`src/include/tcc_params.svh`:
```
// Constants for the timer counter control core
// Overview of operation
// (RULE1) Up mode: overflow flag sets when counter wraps to 0x0000 after modulo.
// (RULE2) Center mode: flag sets at step down from modulo value.
// (RULE3) Flag clears by status read while set, then writing zero to bit 7.
// (RULE4) New overflow between read and write restarts clear; flag stays set.
// (RULE5) Writing one to flag does nothing; reset clears flag.
// (RULE6) Interrupt request when flag and enable bit 6 both set; reset clears enable.
// (RULE7) Bit 5 selects center-aligned up/down counting; reset clears it.
// (RULE8) Bits 4:3 pick clock: off, bus, fixed system, external pin.
// (RULE9) External and fixed clocks are synchronised to the bus clock.
// (RULE10) Bits 2:0 divide selected clock by two to the field value.
// (RULE11) Prescaler follows source selection and synchronisation.
// (RULE12) External clock must stay at or below a quarter of bus clock.
// (RULE13) Reading either counter byte latches both until other byte is read; here the next counter read of either byte releases it.
// (RULE14) Latch restarts on reset, counter byte write, or status write.
// (RULE15) Reset clears the counter.
// (RULE16) Any counter byte write resets counter; reads never disturb counting.
// (RULE17) Debug mode freezes counter and read latch state.
// (RULE18) At modulo: restart from zero, or count down in center mode.
// (RULE19) Writing one modulo byte inhibits overflow until other byte written; here the next write of either modulo byte ends it.
// (RULE20) Reset loads modulo with 0x0000, free-running.
// (RULE21) Modulo 0x0000 or 0xFFFF gives free-running 16-bit counter.
// (RULE22) Software should write modulo soon after overflow or reset counter first.
// (RULE23) Shared external clock pin: software sets channel edge select to 0:0.
// (RULE24) Center mode counts down to 0x0000 then up, one step per tick.
`ifndef TCC_PARAMS_SVH
`define TCC_PARAMS_SVH
`define TCC_ADDR_SC 12'h000
`define TCC_ADDR_CNTH 12'h004
`define TCC_ADDR_CNTL 12'h008
`define TCC_ADDR_MODH 12'h00C
`define TCC_ADDR_MODL 12'h010
`define TCC_BIT_TOF 7
`define TCC_BIT_OVERFLOW_IRQ_ENABLE 6
`define TCC_BIT_CENTER_ALIGNED_SELECT 5
`define TCC_CLK_OFF 2'h0
`define TCC_CLK_BUS 2'h1
`define TCC_CLK_FIX 2'h2
`define TCC_CLK_EXT 2'h3
`define TCC_ZERO16 16'h0000
`define TCC_ALL16 16'hFFFF
`endif

```
`src/include/tcc_pkg.sv`:
```
// Types for the timer counter control core
package tcc_pkg;
  typedef enum logic [1:0] {
    TCC_BUS_IDLE = 2'b00,
    TCC_BUS_DATA = 2'b01
  } tcc_bus_e;
  typedef struct packed {
    logic [11:0] addr;
    logic wr;
    tcc_bus_e ph;
  } tcc_ahb_s;
  typedef struct packed {
    logic [1:0] rst_sync;
    logic [1:0] ext_sync;
    logic [1:0] fix_sync;
    logic ext_prev;
    logic fix_prev;
    logic [6:0] pre_cnt;
    logic [15:0] cnt;
    logic down;
    logic [15:0] mod;
    logic [7:0] mod_hbuf;
    logic mod_half;
    logic overflow_flag;
    logic overflow_irq_enable;
    logic center_aligned_select;
    logic [1:0] clks;
    logic [2:0] ps;
    logic clr_armed;
    logic [15:0] cnt_latch;
    logic latched;
    tcc_ahb_s bus;
    logic [31:0] hrdata;
    logic irq;
  } tcc_state_s;
endpackage

```
`src/core/tcc_core.sv`:
```
// Timer counter, modulo and shared status/control behind an AHB-Lite slave
`timescale 1ns/1ns
`include "tcc_params.svh"
module tcc_core
  import tcc_pkg::*;
(
  // Clock and reset
  input wire logic mclk,
  input wire logic rstn,
  // AHB-Lite slave
  input wire logic hsel,
  input wire logic [31:0] haddr,
  input wire logic [1:0] htrans,
  input wire logic hwrite,
  input wire logic [2:0] hsize,
  input wire logic [31:0] hwdata,
  input wire logic hready,
  output logic [31:0] hrdata,
  output logic hreadyout,
  output logic hresp,
  // Timer side
  input wire logic ext_clk_pin,
  input wire logic fixed_clk_in,
  input wire logic bdm_active,
  output logic overflow_irq
);
  tcc_state_s r, next_r;
  logic rst_n_int;
  // Decoded data phase strobes, shared by the checks at the bottom
  logic sc_wr_phase;
  logic sc_rd_phase;
  logic sc_clear_wr;
  logic cnt_wr_phase;
  logic ovf_evt;

  assign rst_n_int = r.rst_sync[1];
  assign hrdata = r.hrdata;
  assign hreadyout = 1'b1;
  assign hresp = 1'b0;
  assign overflow_irq = r.irq;
  assign sc_wr_phase = (r.bus.ph == TCC_BUS_DATA) && r.bus.wr &&
                       (r.bus.addr == `TCC_ADDR_SC);
  assign sc_rd_phase = (r.bus.ph == TCC_BUS_DATA) && !r.bus.wr &&
                       (r.bus.addr == `TCC_ADDR_SC);
  assign sc_clear_wr = sc_wr_phase && !hwdata[`TCC_BIT_TOF];
  assign cnt_wr_phase = (r.bus.ph == TCC_BUS_DATA) && r.bus.wr &&
                        ((r.bus.addr == `TCC_ADDR_CNTH) || (r.bus.addr == `TCC_ADDR_CNTL));

  // Whole word access decodes only the low address bits
  function automatic logic is_reg(input logic [11:0] a, input logic [11:0] ref_a);
    is_reg = (a == ref_a);
  endfunction

  always_comb begin
    logic tick;
    logic src_edge;
    logic at_mod;
    logic free_run;
    logic ovf;
    logic wr_sc, wr_cnt, wr_modh, wr_modl, rd_sc, rd_cnt;
    logic [7:0] wd;
    next_r = r;
    tick = 1'b0;
    src_edge = 1'b0;
    ovf = 1'b0;
    wd = hwdata[7:0];
    at_mod = 1'b0;
    free_run = 1'b0;
    wr_sc = 1'b0;
    wr_cnt = 1'b0;
    wr_modh = 1'b0;
    wr_modl = 1'b0;
    rd_sc = 1'b0;
    rd_cnt = 1'b0;
    ovf_evt = 1'b0;
    next_r.rst_sync = {r.rst_sync[0], 1'b1};
    // Pin side sources pass two flops before edge detection [RULE9]
    next_r.ext_sync = {r.ext_sync[0], ext_clk_pin};
    next_r.fix_sync = {r.fix_sync[0], fixed_clk_in};
    next_r.ext_prev = r.ext_sync[1];
    next_r.fix_prev = r.fix_sync[1];
    // Source selection ahead of the prescaler [RULE8] [RULE11]
    case (r.clks)
      `TCC_CLK_BUS: src_edge = 1'b1;
      `TCC_CLK_FIX: src_edge = r.fix_sync[1] & ~r.fix_prev;
      `TCC_CLK_EXT: src_edge = r.ext_sync[1] & ~r.ext_prev;
      default: src_edge = 1'b0;
    endcase
    if (src_edge && !bdm_active) begin
      next_r.pre_cnt = 7'(r.pre_cnt + 7'h1);
      // Divide by 2**ps: tick when the low ps bits were all ones [RULE10]
      tick = ((r.pre_cnt & 7'((8'h1 << r.ps) - 8'h1)) == 7'((8'h1 << r.ps) - 8'h1));
    end
    free_run = (r.mod == `TCC_ZERO16) || (r.mod == `TCC_ALL16); // [RULE21] [RULE20]
    at_mod = free_run ? (r.cnt == `TCC_ALL16) : (r.cnt == r.mod);
    // Counter frozen in debug since tick needs bdm_active low [RULE17]
    if (tick) begin
      if (!r.center_aligned_select) begin
        if (at_mod) begin
          next_r.cnt = `TCC_ZERO16; // [RULE18]
          ovf = 1'b1; // [RULE1]
        end else begin
          next_r.cnt = 16'(r.cnt + 16'h1);
        end
      end else if (r.down) begin
        // Count down to zero, then up again [RULE24] [RULE7]
        if (r.cnt == `TCC_ZERO16) begin
          next_r.down = 1'b0;
          next_r.cnt = 16'h0001;
        end else begin
          next_r.cnt = 16'(r.cnt - 16'h1);
        end
      end else if (at_mod) begin
        next_r.down = 1'b1; // [RULE18]
        next_r.cnt = 16'(r.cnt - 16'h1);
        ovf = 1'b1; // [RULE2]
      end else begin
        next_r.cnt = 16'(r.cnt + 16'h1);
      end
    end
    if (!r.center_aligned_select) begin
      next_r.down = 1'b0;
    end
    // Half written modulo inhibits the flag [RULE19]
    if (r.mod_half) begin
      ovf = 1'b0;
    end
    // Bus data phase
    wr_sc = (r.bus.ph == TCC_BUS_DATA) && r.bus.wr && is_reg(r.bus.addr, `TCC_ADDR_SC);
    wr_cnt = (r.bus.ph == TCC_BUS_DATA) && r.bus.wr &&
             (is_reg(r.bus.addr, `TCC_ADDR_CNTH) || is_reg(r.bus.addr, `TCC_ADDR_CNTL));
    wr_modh = (r.bus.ph == TCC_BUS_DATA) && r.bus.wr && is_reg(r.bus.addr, `TCC_ADDR_MODH);
    wr_modl = (r.bus.ph == TCC_BUS_DATA) && r.bus.wr && is_reg(r.bus.addr, `TCC_ADDR_MODL);
    rd_sc = (r.bus.ph == TCC_BUS_DATA) && !r.bus.wr && is_reg(r.bus.addr, `TCC_ADDR_SC);
    rd_cnt = (r.bus.ph == TCC_BUS_DATA) && !r.bus.wr &&
             (is_reg(r.bus.addr, `TCC_ADDR_CNTH) || is_reg(r.bus.addr, `TCC_ADDR_CNTL));
    if (wr_sc) begin
      next_r.overflow_irq_enable = wd[`TCC_BIT_OVERFLOW_IRQ_ENABLE]; // [RULE6]
      next_r.center_aligned_select = wd[`TCC_BIT_CENTER_ALIGNED_SELECT]; // [RULE7]
      next_r.clks = wd[4:3]; // [RULE8]
      next_r.ps = wd[2:0]; // [RULE10]
      // Clear only when armed by an earlier read; writing one keeps the flag, and every status write disarms [RULE3] [RULE5]
      if (r.clr_armed && !wd[`TCC_BIT_TOF]) begin
        next_r.overflow_flag = 1'b0;
      end
      next_r.clr_armed = 1'b0;
    end
    if (rd_sc && r.overflow_flag) begin
      next_r.clr_armed = 1'b1; // [RULE3]
    end
    // New overflow wins over clear and disarms the sequence [RULE4]
    if (ovf) begin
      next_r.overflow_flag = 1'b1;
      next_r.clr_armed = 1'b0;
    end
    if (wr_cnt) begin
      next_r.cnt = `TCC_ZERO16; // [RULE16]
      next_r.down = 1'b0;
      next_r.pre_cnt = 7'h0;
    end
    // Coherent read latch, restarted by counter or status writes, held in debug [RULE13] [RULE14] [RULE17]
    if (wr_cnt || wr_sc) begin
      next_r.latched = 1'b0;
    end else if (rd_cnt && !bdm_active) begin
      next_r.latched = !r.latched;
    end
    if (wr_modh) begin
      next_r.mod_hbuf = wd;
      next_r.mod_half = !r.mod_half;
      if (r.mod_half) begin
        next_r.mod = {wd, r.mod[7:0]};
      end
    end
    if (wr_modl) begin
      next_r.mod_half = !r.mod_half;
      if (r.mod_half) begin
        next_r.mod = {r.mod_hbuf, wd};
      end else begin
        next_r.mod_hbuf = r.mod[15:8];
        next_r.mod = {r.mod[15:8], wd};
      end
    end
    if (wr_modh && r.mod_half) begin
      next_r.mod = {wd, r.mod[7:0]};
    end
    // Address phase capture
    if (hready) begin
      if (hsel && htrans[1]) begin
        next_r.bus.addr = haddr[11:0];
        next_r.bus.wr = hwrite;
        next_r.bus.ph = TCC_BUS_DATA;
      end else begin
        next_r.bus.ph = TCC_BUS_IDLE;
      end
      next_r.hrdata = 32'h0000_0000;
      if (hsel && htrans[1] && !hwrite) begin
        case (haddr[11:0])
          `TCC_ADDR_SC: next_r.hrdata = {24'h00_0000, r.overflow_flag, r.overflow_irq_enable, r.center_aligned_select, r.clks, r.ps};
          `TCC_ADDR_CNTH: next_r.hrdata = {24'h00_0000,
                                          r.latched ? r.cnt_latch[15:8] : r.cnt[15:8]};
          `TCC_ADDR_CNTL: next_r.hrdata = {24'h00_0000,
                                          r.latched ? r.cnt_latch[7:0] : r.cnt[7:0]};
          `TCC_ADDR_MODH: next_r.hrdata = {24'h00_0000, r.mod[15:8]};
          `TCC_ADDR_MODL: next_r.hrdata = {24'h00_0000, r.mod[7:0]};
          default: next_r.hrdata = 32'h0000_0000;
        endcase
        if (!r.latched && !bdm_active) begin
          next_r.cnt_latch = r.cnt; // [RULE13]
        end
      end
    end
    ovf_evt = ovf;
    next_r.irq = next_r.overflow_flag && next_r.overflow_irq_enable; // [RULE6]
  end

  always_ff @(posedge mclk or negedge rstn) begin
    if (!rstn) begin
      r <= '0; // [RULE15] [RULE20] [RULE5]
    end else if (!rst_n_int) begin
      r <= '0;
      r.rst_sync <= {r.rst_sync[0], 1'b1};
    end else begin
      r <= next_r;
    end
  end
endmodule

```
`config.mk`:
```
export PLATFORM = sky130hd
export DESIGN_NAME = tcc_core
export DESIGN_NICKNAME = d
export VERILOG_FILES = /design/src/include/tcc_pkg.sv /design/src/core/tcc_core.sv
export VERILOG_INCLUDE_DIRS = /design/src /design/src/include
export SDC_FILE = /design/constraint.sdc
export NUM_CORES = 1
export LEC_CHECK = 0
export BUFFER_PORTS_ARGS = -buffer_cell sky130_fd_sc_hd__buf_2
export CAP_MARGIN = 20
export CORE_MARGIN = 2
export CORE_UTILIZATION = 50
export DETAILED_ROUTE_END_ITERATION = 16
export GPL_TIMING_DRIVEN = 0
export PLACE_DENSITY_LB_ADDON = 0.1
export SLEW_MARGIN = 20
export SYNTH_ARGS = -nofsm -noshare
export SYNTH_HDL_FRONTEND = slang
export SYNTH_SLANG_ARGS = --single-unit
```
`constraint.sdc`:
```
create_clock -name mclk -period 3.96 [get_ports mclk]
set_input_delay 0.396 -clock mclk [delete_from_list [all_inputs] [get_ports mclk]]
set_output_delay 0.396 -clock mclk [all_outputs]
set_load 0.01 [all_outputs]
```
Yosys cells after proc, flatten, opt, wreduce, memory -nomap -nowiden
Index checks and enable logic that the tools add are counted.
{"block": "totals", "ff_bits": 131, "output_inout_bits": 35}
{"block": "classes", "addsub": 4, "eq_ne": 32, "shift": 1, "muxes": 43, "bitwise": 5, "reduce_logical": 34}
{"operator": "2-to-1 mux 16 bit", "n": 10}
{"operator": "2-to-1 mux 129 bit", "n": 1}
{"operator": "2-to-1 mux 25 bit", "n": 2}
{"operator": "== test 12 x 4 -> 1 bit, second input constant", "n": 4}
{"operator": "2-to-1 mux 47 bit", "n": 1}
{"operator": "case mux 8 bit (5 select lines)", "n": 1}
{"operator": "2-to-1 mux 17 bit", "n": 2}
{"operator": "== test 16 bit, second input constant", "n": 2}
{"operator": "zero test 16 bit", "n": 2}
{"operator": "2-to-1 mux 8 bit", "n": 4}
{"operator": "== test 12 x 3 -> 1 bit, second input constant", "n": 2}
{"operator": "== test 12 x 5 -> 1 bit, second input constant", "n": 2}
{"operator": "zero test 12 bit", "n": 2}
{"operator": "2-to-1 mux 24 bit", "n": 1}
{"operator": "logical AND 1 bit", "n": 17}
{"operator": "2-to-1 mux 1 bit", "n": 17}
{"operator": "adder 16 x 1 -> 16 bit, second input constant", "n": 1}
{"operator": "== test 16 bit", "n": 1}
{"operator": "subtractor 16 x 1 -> 16 bit, second input constant", "n": 1}
{"operator": "2-to-1 mux 13 bit", "n": 1}
{"operator": "!= test 3 x 1 -> 1 bit, second input constant", "n": 4}
{"operator": "!= test 2 x 1 -> 1 bit, second input constant", "n": 5}
{"operator": "2-to-1 mux 9 bit", "n": 1}
{"operator": "!= test 4 x 1 -> 1 bit, second input constant", "n": 2}
{"operator": "18 further kinds", "n": 33}

Longest topological paths before layout
Gate-level depths: netlist of the first run.
{"block": "depth", "ltp_word": 11, "mapped_depth": 14, "mapped_depth_nobuf": 10}

Worst setup path before layout of the first run
Ideal clock, no wire load.
{"block": "synth_timing", "path_kind": "register to register", "from": "register r[100] (netlist name)", "to": "register r[109] (netlist name)", "arrival_time_ns": 2.709, "required_ns": 3.818, "setup_slack_ns": 1.110, "stages_incl_launch_ff": 15, "path_cell_list": "dfrtp_1 -> buf_2 -> inv_1 -> ha_1 -> or3b_4 -> or3_1 -> buf_2 -> nor4_4 -> and3b_1 -> buf_6 -> a211o_4 -> buf_8 -> nor3b_1 -> o21ai_1 -> o221ai_1"}
{"block": "synth_between", "elab_chain_len": 8}
{"item": "start, declared", "line": "tcc_core.sv:27", "text": "tcc_state_s r, next_r;"}
{"item": "start signal, assigned", "line": "tcc_core.sv:223", "text": "r <= next_r;"}
{"item": "branches (longest 4 deep; another with adder 16 x 1 -> 16 bit)"}
{"item": "2-to-1 mux 16 bit (*)", "line": "tcc_core.sv:98", "text": "if (!r.center_aligned_select) begin"}
{"item": "2-to-1 mux 17 bit (*)", "line": "tcc_core.sv:97", "text": "if (tick) begin"}
{"item": "2-to-1 mux 24 bit (*)", "line": "tcc_core.sv:156", "text": "if (wr_cnt) begin"}
{"item": "2-to-1 mux 129 bit (*)", "line": "tcc_core.sv:219", "text": "end else if (!rst_n_int) begin"}
Mark *: on every way between the ends. The select of a mux whose other input is x is not followed.
A chain may end at the register's enable or synchronous reset.

Final worst setup path of the first run
{"block": "layout_timing", "from": "register r[95] (netlist name)", "to": "register r[113] (netlist name)"}
{"block": "layout_between", "elab_chain_len": 9}
{"item": "== test 16 bit (no line) or zero test 16 bit (tied branches)"}
{"item": "logical OR 1 bit", "line": "tcc_core.sv:94", "text": "free_run = (r.mod == `TCC_ZERO16) || (r.mod == `TCC_ALL16);"}
{"item": "2-to-1 mux 1 bit (*)", "line": "tcc_core.sv:95", "text": "at_mod = free_run ? (r.cnt == `TCC_ALL16) : (r.cnt == r.mod);"}
{"item": "2-to-1 mux 16 bit", "line": "tcc_core.sv:113", "text": "end else if (at_mod) begin"}
{"item": "2-to-1 mux 17 bit", "line": "tcc_core.sv:105", "text": "end else if (r.down) begin"}
{"item": "2-to-1 mux 16 bit (*)", "line": "tcc_core.sv:98"}
{"item": "2-to-1 mux 17 bit (*)", "line": "tcc_core.sv:97"}
{"item": "2-to-1 mux 24 bit (*)", "line": "tcc_core.sv:156"}
{"item": "2-to-1 mux 129 bit (*)", "line": "tcc_core.sv:219"}
Every way passes the cells marked *; elsewhere a longest branch is shown, timed or not. The select of a mux whose other input is x is not followed.

==> flow_summary_export.csv, run 1 <==
group,metric,value,unit
worst_setup_path,reg2reg_depth,10,
synthesis,synth_seq_area_share,39.38,%
worst_setup_path,critPathRequiredTime,4180,ps
layout,fillers,1230,
power_and_ir_drop,power_frac_seq,49.8,%
timing,post-route-min-period,3488,ps
cts,clk_pin_slew,80,ps
synthesis,synth_top_cell_by_area,"dfrtp_1",
placed_design,dp_hpwl,15030,microns
min_path,hold_start,"ext_clk_pin",
route,dr.first_iter.drc_count,484,
timing,rsz0062_at_grt,"no",
timing,worstMarginPinSlew,1074,ps
timing,slew_headroom,27.87,%
timing,holdWs,243.4,ps
synthesis,synth_cells,784,
cts,htree_num_levels,3,
worst_setup_path,r2r_slack,470,ps
global_route,grt_pass1_vias,5971,
route,wirelength,20340,microns
synthesis,syn_area,6736,sq um
global_route,grt_overflow,0,
cts,cts_sinks,106,
timing,post-route-period-util,88.08,%
route,drc,0,
synthesis,yosys_register_bits,106,
power_and_ir_drop,p_clk_share,43.6,%
synthesis,synth_ff_type,"dfrtp_1",
power_and_ir_drop,switchingPower,551.5,uW
route,dr.pass1.iters,5,
global_route,antenna_found_initial,0,
min_path,holdPathEnd,"next_r[128]$_DFF_PN0_",
power_and_ir_drop,p_leak,0.003226,uW
placed_design,routabilityCongestion,0.9569,
worst_setup_path,cp_max_fo,10,
cts,root_buffer,"clkbuf_16",
global_route,grt_max_degree,82,
synthesis,synth_edf_count,0,
timing,finClkSkew,13.25,ps
timing,totalNegativeSetupSlack,0,ps
cts,numCtsBuffers,9,
floorplan,rows,42,
floorplan,die_w,120.1,microns
worst_setup_path,cp_cell_sequence,"buf_2, nor4_1, nand4_1, o22ai_1, nand3_1, o31ai_1, buf_2, nor2_1, a31oi_1, o32ai_1",
worst_setup_path,path_buf_inv,2,
layout,antennaDiodeCount,0,
global_route,grt_pass1_wl,32300,microns
worst_setup_path,reg2reg_from,"r[95]$_DFFE_PN0P_",
layout,drive_gt1_share,14.60,%
layout,syn_to_final_growth,12.91,%
floorplan,die_area,14420,sq um
worst_setup_path,worstSetupEndpointType,"register",
cts,post-cts-setup-buffers,0,
worst_setup_path,worst_r2r_endpoint,"r[113]$_DFFE_PN0P_",
synthesis,synthDistinctLibCells,73,
synthesis,avgSynthCellArea,8.592,sq um
worst_setup_path,crit_type,"reg -> reg",
global_route,grt.total_usage,29.11,%
timing,worst_slack,471.9,ps
power_and_ir_drop,p_int,1645,uW
worst_setup_path,critPathSlowestCell,"o31ai_1",
cts,insertion_delay,360,ps
timing,maxSlewViolCount,0,
floorplan,initial_core_util,51.07,%
floorplan,coreArea,13190,sq um
synthesis,synth_common_cells,"nand2_1 (124), dfrtp_1 (106), nor2_1 (50)",
synthesis,synth.top_cell.area_share,39.38,%
power_and_ir_drop,peakVddDrop,0.2581,mV
route,vias,6157,
power_and_ir_drop,p_sw_share,25.11,%
layout,nets,938,
route,wl_per_cell,19.58,microns
cts,clock_path_buffers,2,
timing,hold_viol,0,
route,vias_per_cell,5.926,
timing,setup_viol,0,
floorplan,io_pins,112,
worst_setup_path,worst_ep_arrival_time,3700,ps
power_and_ir_drop,combPwrFrac,6.6,%
synthesis,synth_most_common_cell,"nand2_1",
cts,cts_resized,0,
min_path,whs_path_depth,2,
synthesis,yosys-top-cells-area,"dfrtp_1 (39%), nand2_1 (6.9%), a21boi_0 (4.2%)",
power_and_ir_drop,p_per_area,288.8,nW/um^2
worst_setup_path,worst_path_most_repeated_cell,"buf_2",
floorplan,dieHeight,120.1,microns
worst_setup_path,critPathMaxStageDelay,850,ps
status,status,"finished, final reports clean",
placed_design,pre_cts_slack,635.9,ps
worst_setup_path,crit_family,"compound AO/OA/AOI/OAI gates",
synthesis,yosys_warnings,0,
placed_design,numPortBuffers,36,
cts,tritoncts,"yes",
worst_setup_path,start_kind,"register",
route,postRouteAntennaNets,0,
cts,cts_hold_buf,1,
synthesis,synthArstFlopShare,100.0,%
min_path,hp-class,"in -> reg",
flow_run,drv_cap,0,
timing,fmax,286.7,MHz
[cell type report]
cell class                 count  area (sq um)  area share [%]
buffer                        88         498.0           6.547
clock buffer                   9         225.2           2.961
multi-input combinational    602          3650           47.98
timing repair buffer          38         224.0           2.945
sequential                   106          2653           34.87
clock inverter                 7         87.58           1.152
inverter                      13         48.80          0.6416
tap                          176         220.2           2.895
[metal layers]
| metal | global-route usage, % | part of all wire, % | routed length [microns] |
|---|---|---|---|
| met2 | 46.73 | 47 | 9550 |
| met3 | 4.848 | 6.0 | 1217 |
| met5 | 0 | 0 | 0 |
| met1 | 38.00 | 43 | 8738 |
| met4 | 14.71 | 4.1 | 834 |
[cells by family (layout without fill, tap and decap cells)]
family,after synthesis,after routing,share of synthesized area (%)
xor+xnor,24,24,3.120
simple gates,322,322,23.85
buf+inv,101,155,8.117
other cells,2,27,0.1115
fa+ha+maj,3,3,0.5573
flops,106,106,39.38
mux,32,32,4.829
compound gates,194,194,20.04
[per-stage QoR]
stage	power, uW	util, %	cells	area (sq um)
after floorplan	1191	-	809	6830
after global placement	1253	54.82	1021	7231
after detailed placement	1259	55.12	1022	7271
after CTS	2219	57.57	1039	7594
after global routing	2269	57.66	1039	7606
final	2197	57.66	1039	7606
[layout by cell type, fill, tap and decap left out, types with 7 or more instances in the layout]
master	netlist	routed
a22oi_1	9	9
o21ai_1	14	14
a21oi_1	22	22
o21ai_0	38	38
or3_1	10	10
dfrtp_1	106	106
nor4_1	13	10
inv_1	13	13
buf_2	14	49
nand2_1	124	124
clkbuf_1	35	35
mux2i_1	28	28
a221oi_1	7	7
and3_1	11	11
nor3_1	20	20
and2_1	9	9
nor2b_1	16	16
nand3_1	30	30
nor2_1	50	50
a21boi_0	38	38
o211ai_1	9	9
xor2_1	21	21
a31oi_1	10	10
a221o_1	7	7
clkbuf_16	0	9
nand2b_1	8	8
conb_1	2	27
buf_4	35	35
[flip-flops by register name, indices dropped and copies added (netlist names)]
| signal | flops |
|---|---|
| r | 92 |
| hrdata | 8 |
| next_r | 5 |
| overflow_irq | 1 |
[worst max-delay path by stage]
stage | startpoint | to | slack (ps) | depth (start not counted)
6_report | r[95]$_DFFE_PN0P_ | r[113]$_DFFE_PN0P_ | 470 | 10
5_1_grt | r[98]$_DFFE_PN0P_ | r[113]$_DFFE_PN0P_ | 390 | 10
4_1_cts | r[95]$_DFFE_PN0P_ | r[113]$_DFFE_PN0P_ | 620 | 10
3_5_place_dp | r[95]$_DFFE_PN0P_ | r[113]$_DFFE_PN0P_ | 640 | 10
3_3_place_gp | r[92]$_DFFE_PN0P_ | r[113]$_DFFE_PN0P_ | 680 | 10
2_1_floorplan | r[100]$_DFFE_PN0P_ | r[109]$_DFFE_PN0P_ | 1110 | 14
[power groups by stage]
stage	sequential (uW)	combinational, uW	clock (uW)
after floorplan	1110	76.2	0
after global placement	1120	136	0
after detailed placement	1120	143	0
after CTS	1090	145	980
after global routing	1100	161	1010
final	1090	145	957
Power figures use the tool's default switching activity.
==> inputs of run 2 (changes only) <==
--- a/config.mk
+++ b/config.mk
@@ -6,10 +6,13 @@
 export SDC_FILE = /design/constraint.sdc
 export NUM_CORES = 1
 export LEC_CHECK = 0
+export ABC_AREA = 1
 export BUFFER_PORTS_ARGS = -buffer_cell sky130_fd_sc_hd__buf_2
 export CAP_MARGIN = 20
+export CELL_PAD_IN_SITES_DETAIL_PLACEMENT = 2
+export CELL_PAD_IN_SITES_GLOBAL_PLACEMENT = 2
 export CORE_MARGIN = 2
-export CORE_UTILIZATION = 50
+export CORE_UTILIZATION = 32
 export DETAILED_ROUTE_END_ITERATION = 16
 export GPL_TIMING_DRIVEN = 0
 export PLACE_DENSITY_LB_ADDON = 0.1
==> run 2 against run 1 <==
Flip-flop and latch count stayed put. Highest routed layer unchanged. Critical path type unchanged. Combinational power increased by 12%. Fmax rose by 24%. Hold slack got worse by 23 ps. Power grew 2.4%. Area after synthesis rose by 5.5%.
==> flow_summary_export.csv, run 2 <==
group,metric,value,unit
status,status,"finished, final reports clean",
layout,largest_register_ffs,92,
min_path,hold_start,"ext_clk_pin",
layout,drive_gt1_share,14.33,%
synthesis,synth_seq_area_share,37.32,%
worst_setup_path,critPathRequiredTime,4220,ps
floorplan,rows,54,
cts,numCtsBuffers,9,
worst_setup_path,cp_max_fo,10,
worst_setup_path,crit_type,"reg -> reg",
synthesis,syn_area,7108,sq um
floorplan,initial_core_util,32.57,%
cts,clk_pin_slew,80,ps
global_route,grt_pass1_wl,43460,microns
cts,tritoncts,"yes",
route,vias,7082,
placed_design,numPortBuffers,37,
cts,post-cts-setup-buffers,0,
cts,clock_path_buffers,2,
timing,post-route-min-period,2823,ps
global_route,grt_pass1_vias,7422,
route,postRouteAntennaNets,0,
worst_setup_path,reg2reg_from,"r[43]$_DFFE_PN0P_",
cts,insertion_delay,370,ps
layout,final_area,8090,sq um
timing,holdWs,220.3,ps
min_path,whs_path_depth,3,
layout,layout_commonest_cell,"nand2_1",
timing,worst_slack,1137,ps
layout,syn_to_final_growth,13.82,%
worst_setup_path,start_kind,"register",
floorplan,dieHeight,153.0,microns
worst_setup_path,critPathMaxStageDelay,460,ps
layout,antennaDiodeCount,0,
worst_setup_path,critPathSlowestCell,"nor3_1",
layout,nets,1150,
route,dr.pass1.iters,5,
worst_setup_path,r2r_slack,1140,ps
placed_design,dp_hpwl,20960,microns
floorplan,io_pins,112,
synthesis,synth_most_common_cell,"nand2_1",
synthesis,synth_cells,995,
timing,setup_viol,0,
synthesis,synth_common_cells,"nand2_1 (210), inv_1 (128), nor2_1 (120)",
timing,post-route-period-util,71.29,%
synthesis,synth.top_cell.area_share,37.32,%
worst_setup_path,worst_r2r_endpoint,"r[110]$_DFFE_PN0P_",
timing,worstMarginPinSlew,923.6,ps
power_and_ir_drop,total_power,2249,uW
power_and_ir_drop,peakVddDrop,0.1863,mV
timing,maxSlewViolCount,0,
route,dr.first_iter.drc_count,281,
power_and_ir_drop,p_leak,0.003863,uW
synthesis,yosys-top-cells-area,"dfrtp_1 (37%), nand2_1 (11%), inv_1 (6.8%)",
cts,cts_sinks,106,
worst_setup_path,worst_path_most_repeated_cell,"nand2_1",
worst_setup_path,cp_cell_sequence,"nor3_1, nand2_1, a2111oi_0, nand2_1, nand2_2, nor2_1, clkbuf_1, nand2_1, nand2_1",
placed_design,routabilityCongestion,0.8606,
synthesis,yosys_register_bits,106,
placed_design,pre_cts_slack,1169,ps
global_route,grt.total_usage,23.66,%
synthesis,synthDistinctLibCells,47,
global_route,grt_overflow,0,
worst_setup_path,crit_path_start,"r[43]$_DFFE_PN0P_",
synthesis,synthArstFlopShare,100.0,%
layout,top_register,"r",
cts,htree_num_levels,3,
synthesis,yosys_warnings,0,
placed_design,place_area,7771,sq um
cts,root_buffer,"clkbuf_16",
synthesis,synth_top_cell_by_area,"dfrtp_1",
route,vias_per_cell,5.227,
worst_setup_path,worstSetupEndpointType,"register",
power_and_ir_drop,p_per_area,278.0,nW/um^2
global_route,grt_max_degree,72,
route,wl_per_cell,19.87,microns
synthesis,avgSynthCellArea,7.144,sq um
floorplan,die_area,23420,sq um
flow_run,drv_cap,0,
synthesis,synth_edf_count,0,
route,wirelength,26930,microns
route,drc,0,
timing,totalNegativeSetupSlack,0,ps
floorplan,die_w,153.0,microns
cts,cts_hold_buf,1,
worst_setup_path,crit_family,"simple AND/OR/NAND/NOR gates",
global_route,antenna_found_initial,0,
floorplan,coreArea,21820,sq um
timing,finClkSkew,9.507,ps
worst_setup_path,reg2reg_depth,9,
timing,hold_viol,0,
layout,most-common-layout-cells,"nand2_1 (210), inv_1 (128), nor2_1 (120), dfrtp_1 (106), nand3_1 (70)",
min_path,hp-class,"in -> reg",
min_path,holdPathEnd,"next_r[128]$_DFF_PN0_",
timing,slew_headroom,38.14,%
timing,fmax,354.2,MHz
worst_setup_path,path_buf_inv,1,
timing,rsz0062_at_grt,"no",
synthesis,synth_ff_type,"dfrtp_1",
cts,cts_resized,0,
worst_setup_path,worst_ep_arrival_time,3090,ps
## run 2: cell count changes after synthesis, moves of 28 or more
| cell | change |
|---|---|
| inv_1 | +115 |
| mux2i_1 | -28 |
| nand3_1 | +40 |
| nor2_1 | +70 |
| a21boi_0 | -37 |
| nand2_1 | +86 |
## run 2: how the worst max path moves through the flow
stage / endpoint / cells after the start
4_1_cts: r[110]$_DFFE_PN0P_ / 9
3_5_place_dp: r[110]$_DFFE_PN0P_ / 9
6_report: r[110]$_DFFE_PN0P_ / 9
2_1_floorplan: r[108]$_DFFE_PN0P_ / 13
3_3_place_gp: r[115]$_DFFE_PN0P_ / 1
5_1_grt: r[111]$_DFFE_PN0P_ / 9
## run 2: metrics by stage
| stage | utilization, % | std cells |
|---|---|---|
| finish | 37.07 | 1355 |
| global route | 37.07 | 1355 |
| CTS | 37.07 | 1355 |
| detailed placement | 35.61 | 1338 |
| global placement | 35.45 | 1337 |
| floorplan | - | 1020 |
## run 2: area by class of cell
| type | instances | area (sq um) |
|---|---|---|
| timing repair buffer | 39 | 229.0 |
| buffer | 69 | 441.7 |
| fill | 2623 | 13730 |
| inverter | 133 | 499.2 |
| multi-input combinational | 712 | 3608 |
| tap | 280 | 350.3 |
| clock inverter | 7 | 83.83 |
| clock buffer | 9 | 225.2 |
| sequential | 106 | 2653 |
## run 2: cells by family (layout without fill, tap and decap cells)
kind of cell / after synthesis / in the layout / synth area share [%]
compound gates: 164 / 164 / 13.82
buf+inv: 202 / 257 / 13.24
flops: 106 / 106 / 37.32
simple gates: 496 / 496 / 32.28
other cells: 2 / 27 / 0.1057
xor+xnor: 22 / 22 / 2.711
fa+ha+maj: 3 / 3 / 0.5281
## run 2: metal layers
layer / part of all wire (%) / vias up / GRT usage [%] / wire length, microns
met5: 0 / - / 0 / 0
met4: 1.4 / 0 / 5.600 / 384
met3: 2.0 / 23 / 2.041 / 534
met2: 46 / 92 / 38.16 / 12400
met1: 51 / 3628 / 34.44 / 13610
li1: - / 3339 / - / -
## run 2: power breakdown
group | leakage, uW | switching (uW) | internal, uW
sequential | 0.00147 | 5.68 | 1090
combinational | 0.00224 | 113 | 48.9
clock | 0.000154 | 484 | 506
## run 2: worst reg2reg max path: stages, from the launching register on
cell       delay (ps)
dfrtp_1           400
nor3_1            460
nand2_1           140
a2111oi_0         450
nand2_1           220
nand2_2           280
nor2_1            270
clkbuf_1          320
nand2_1           120
nand2_1            60
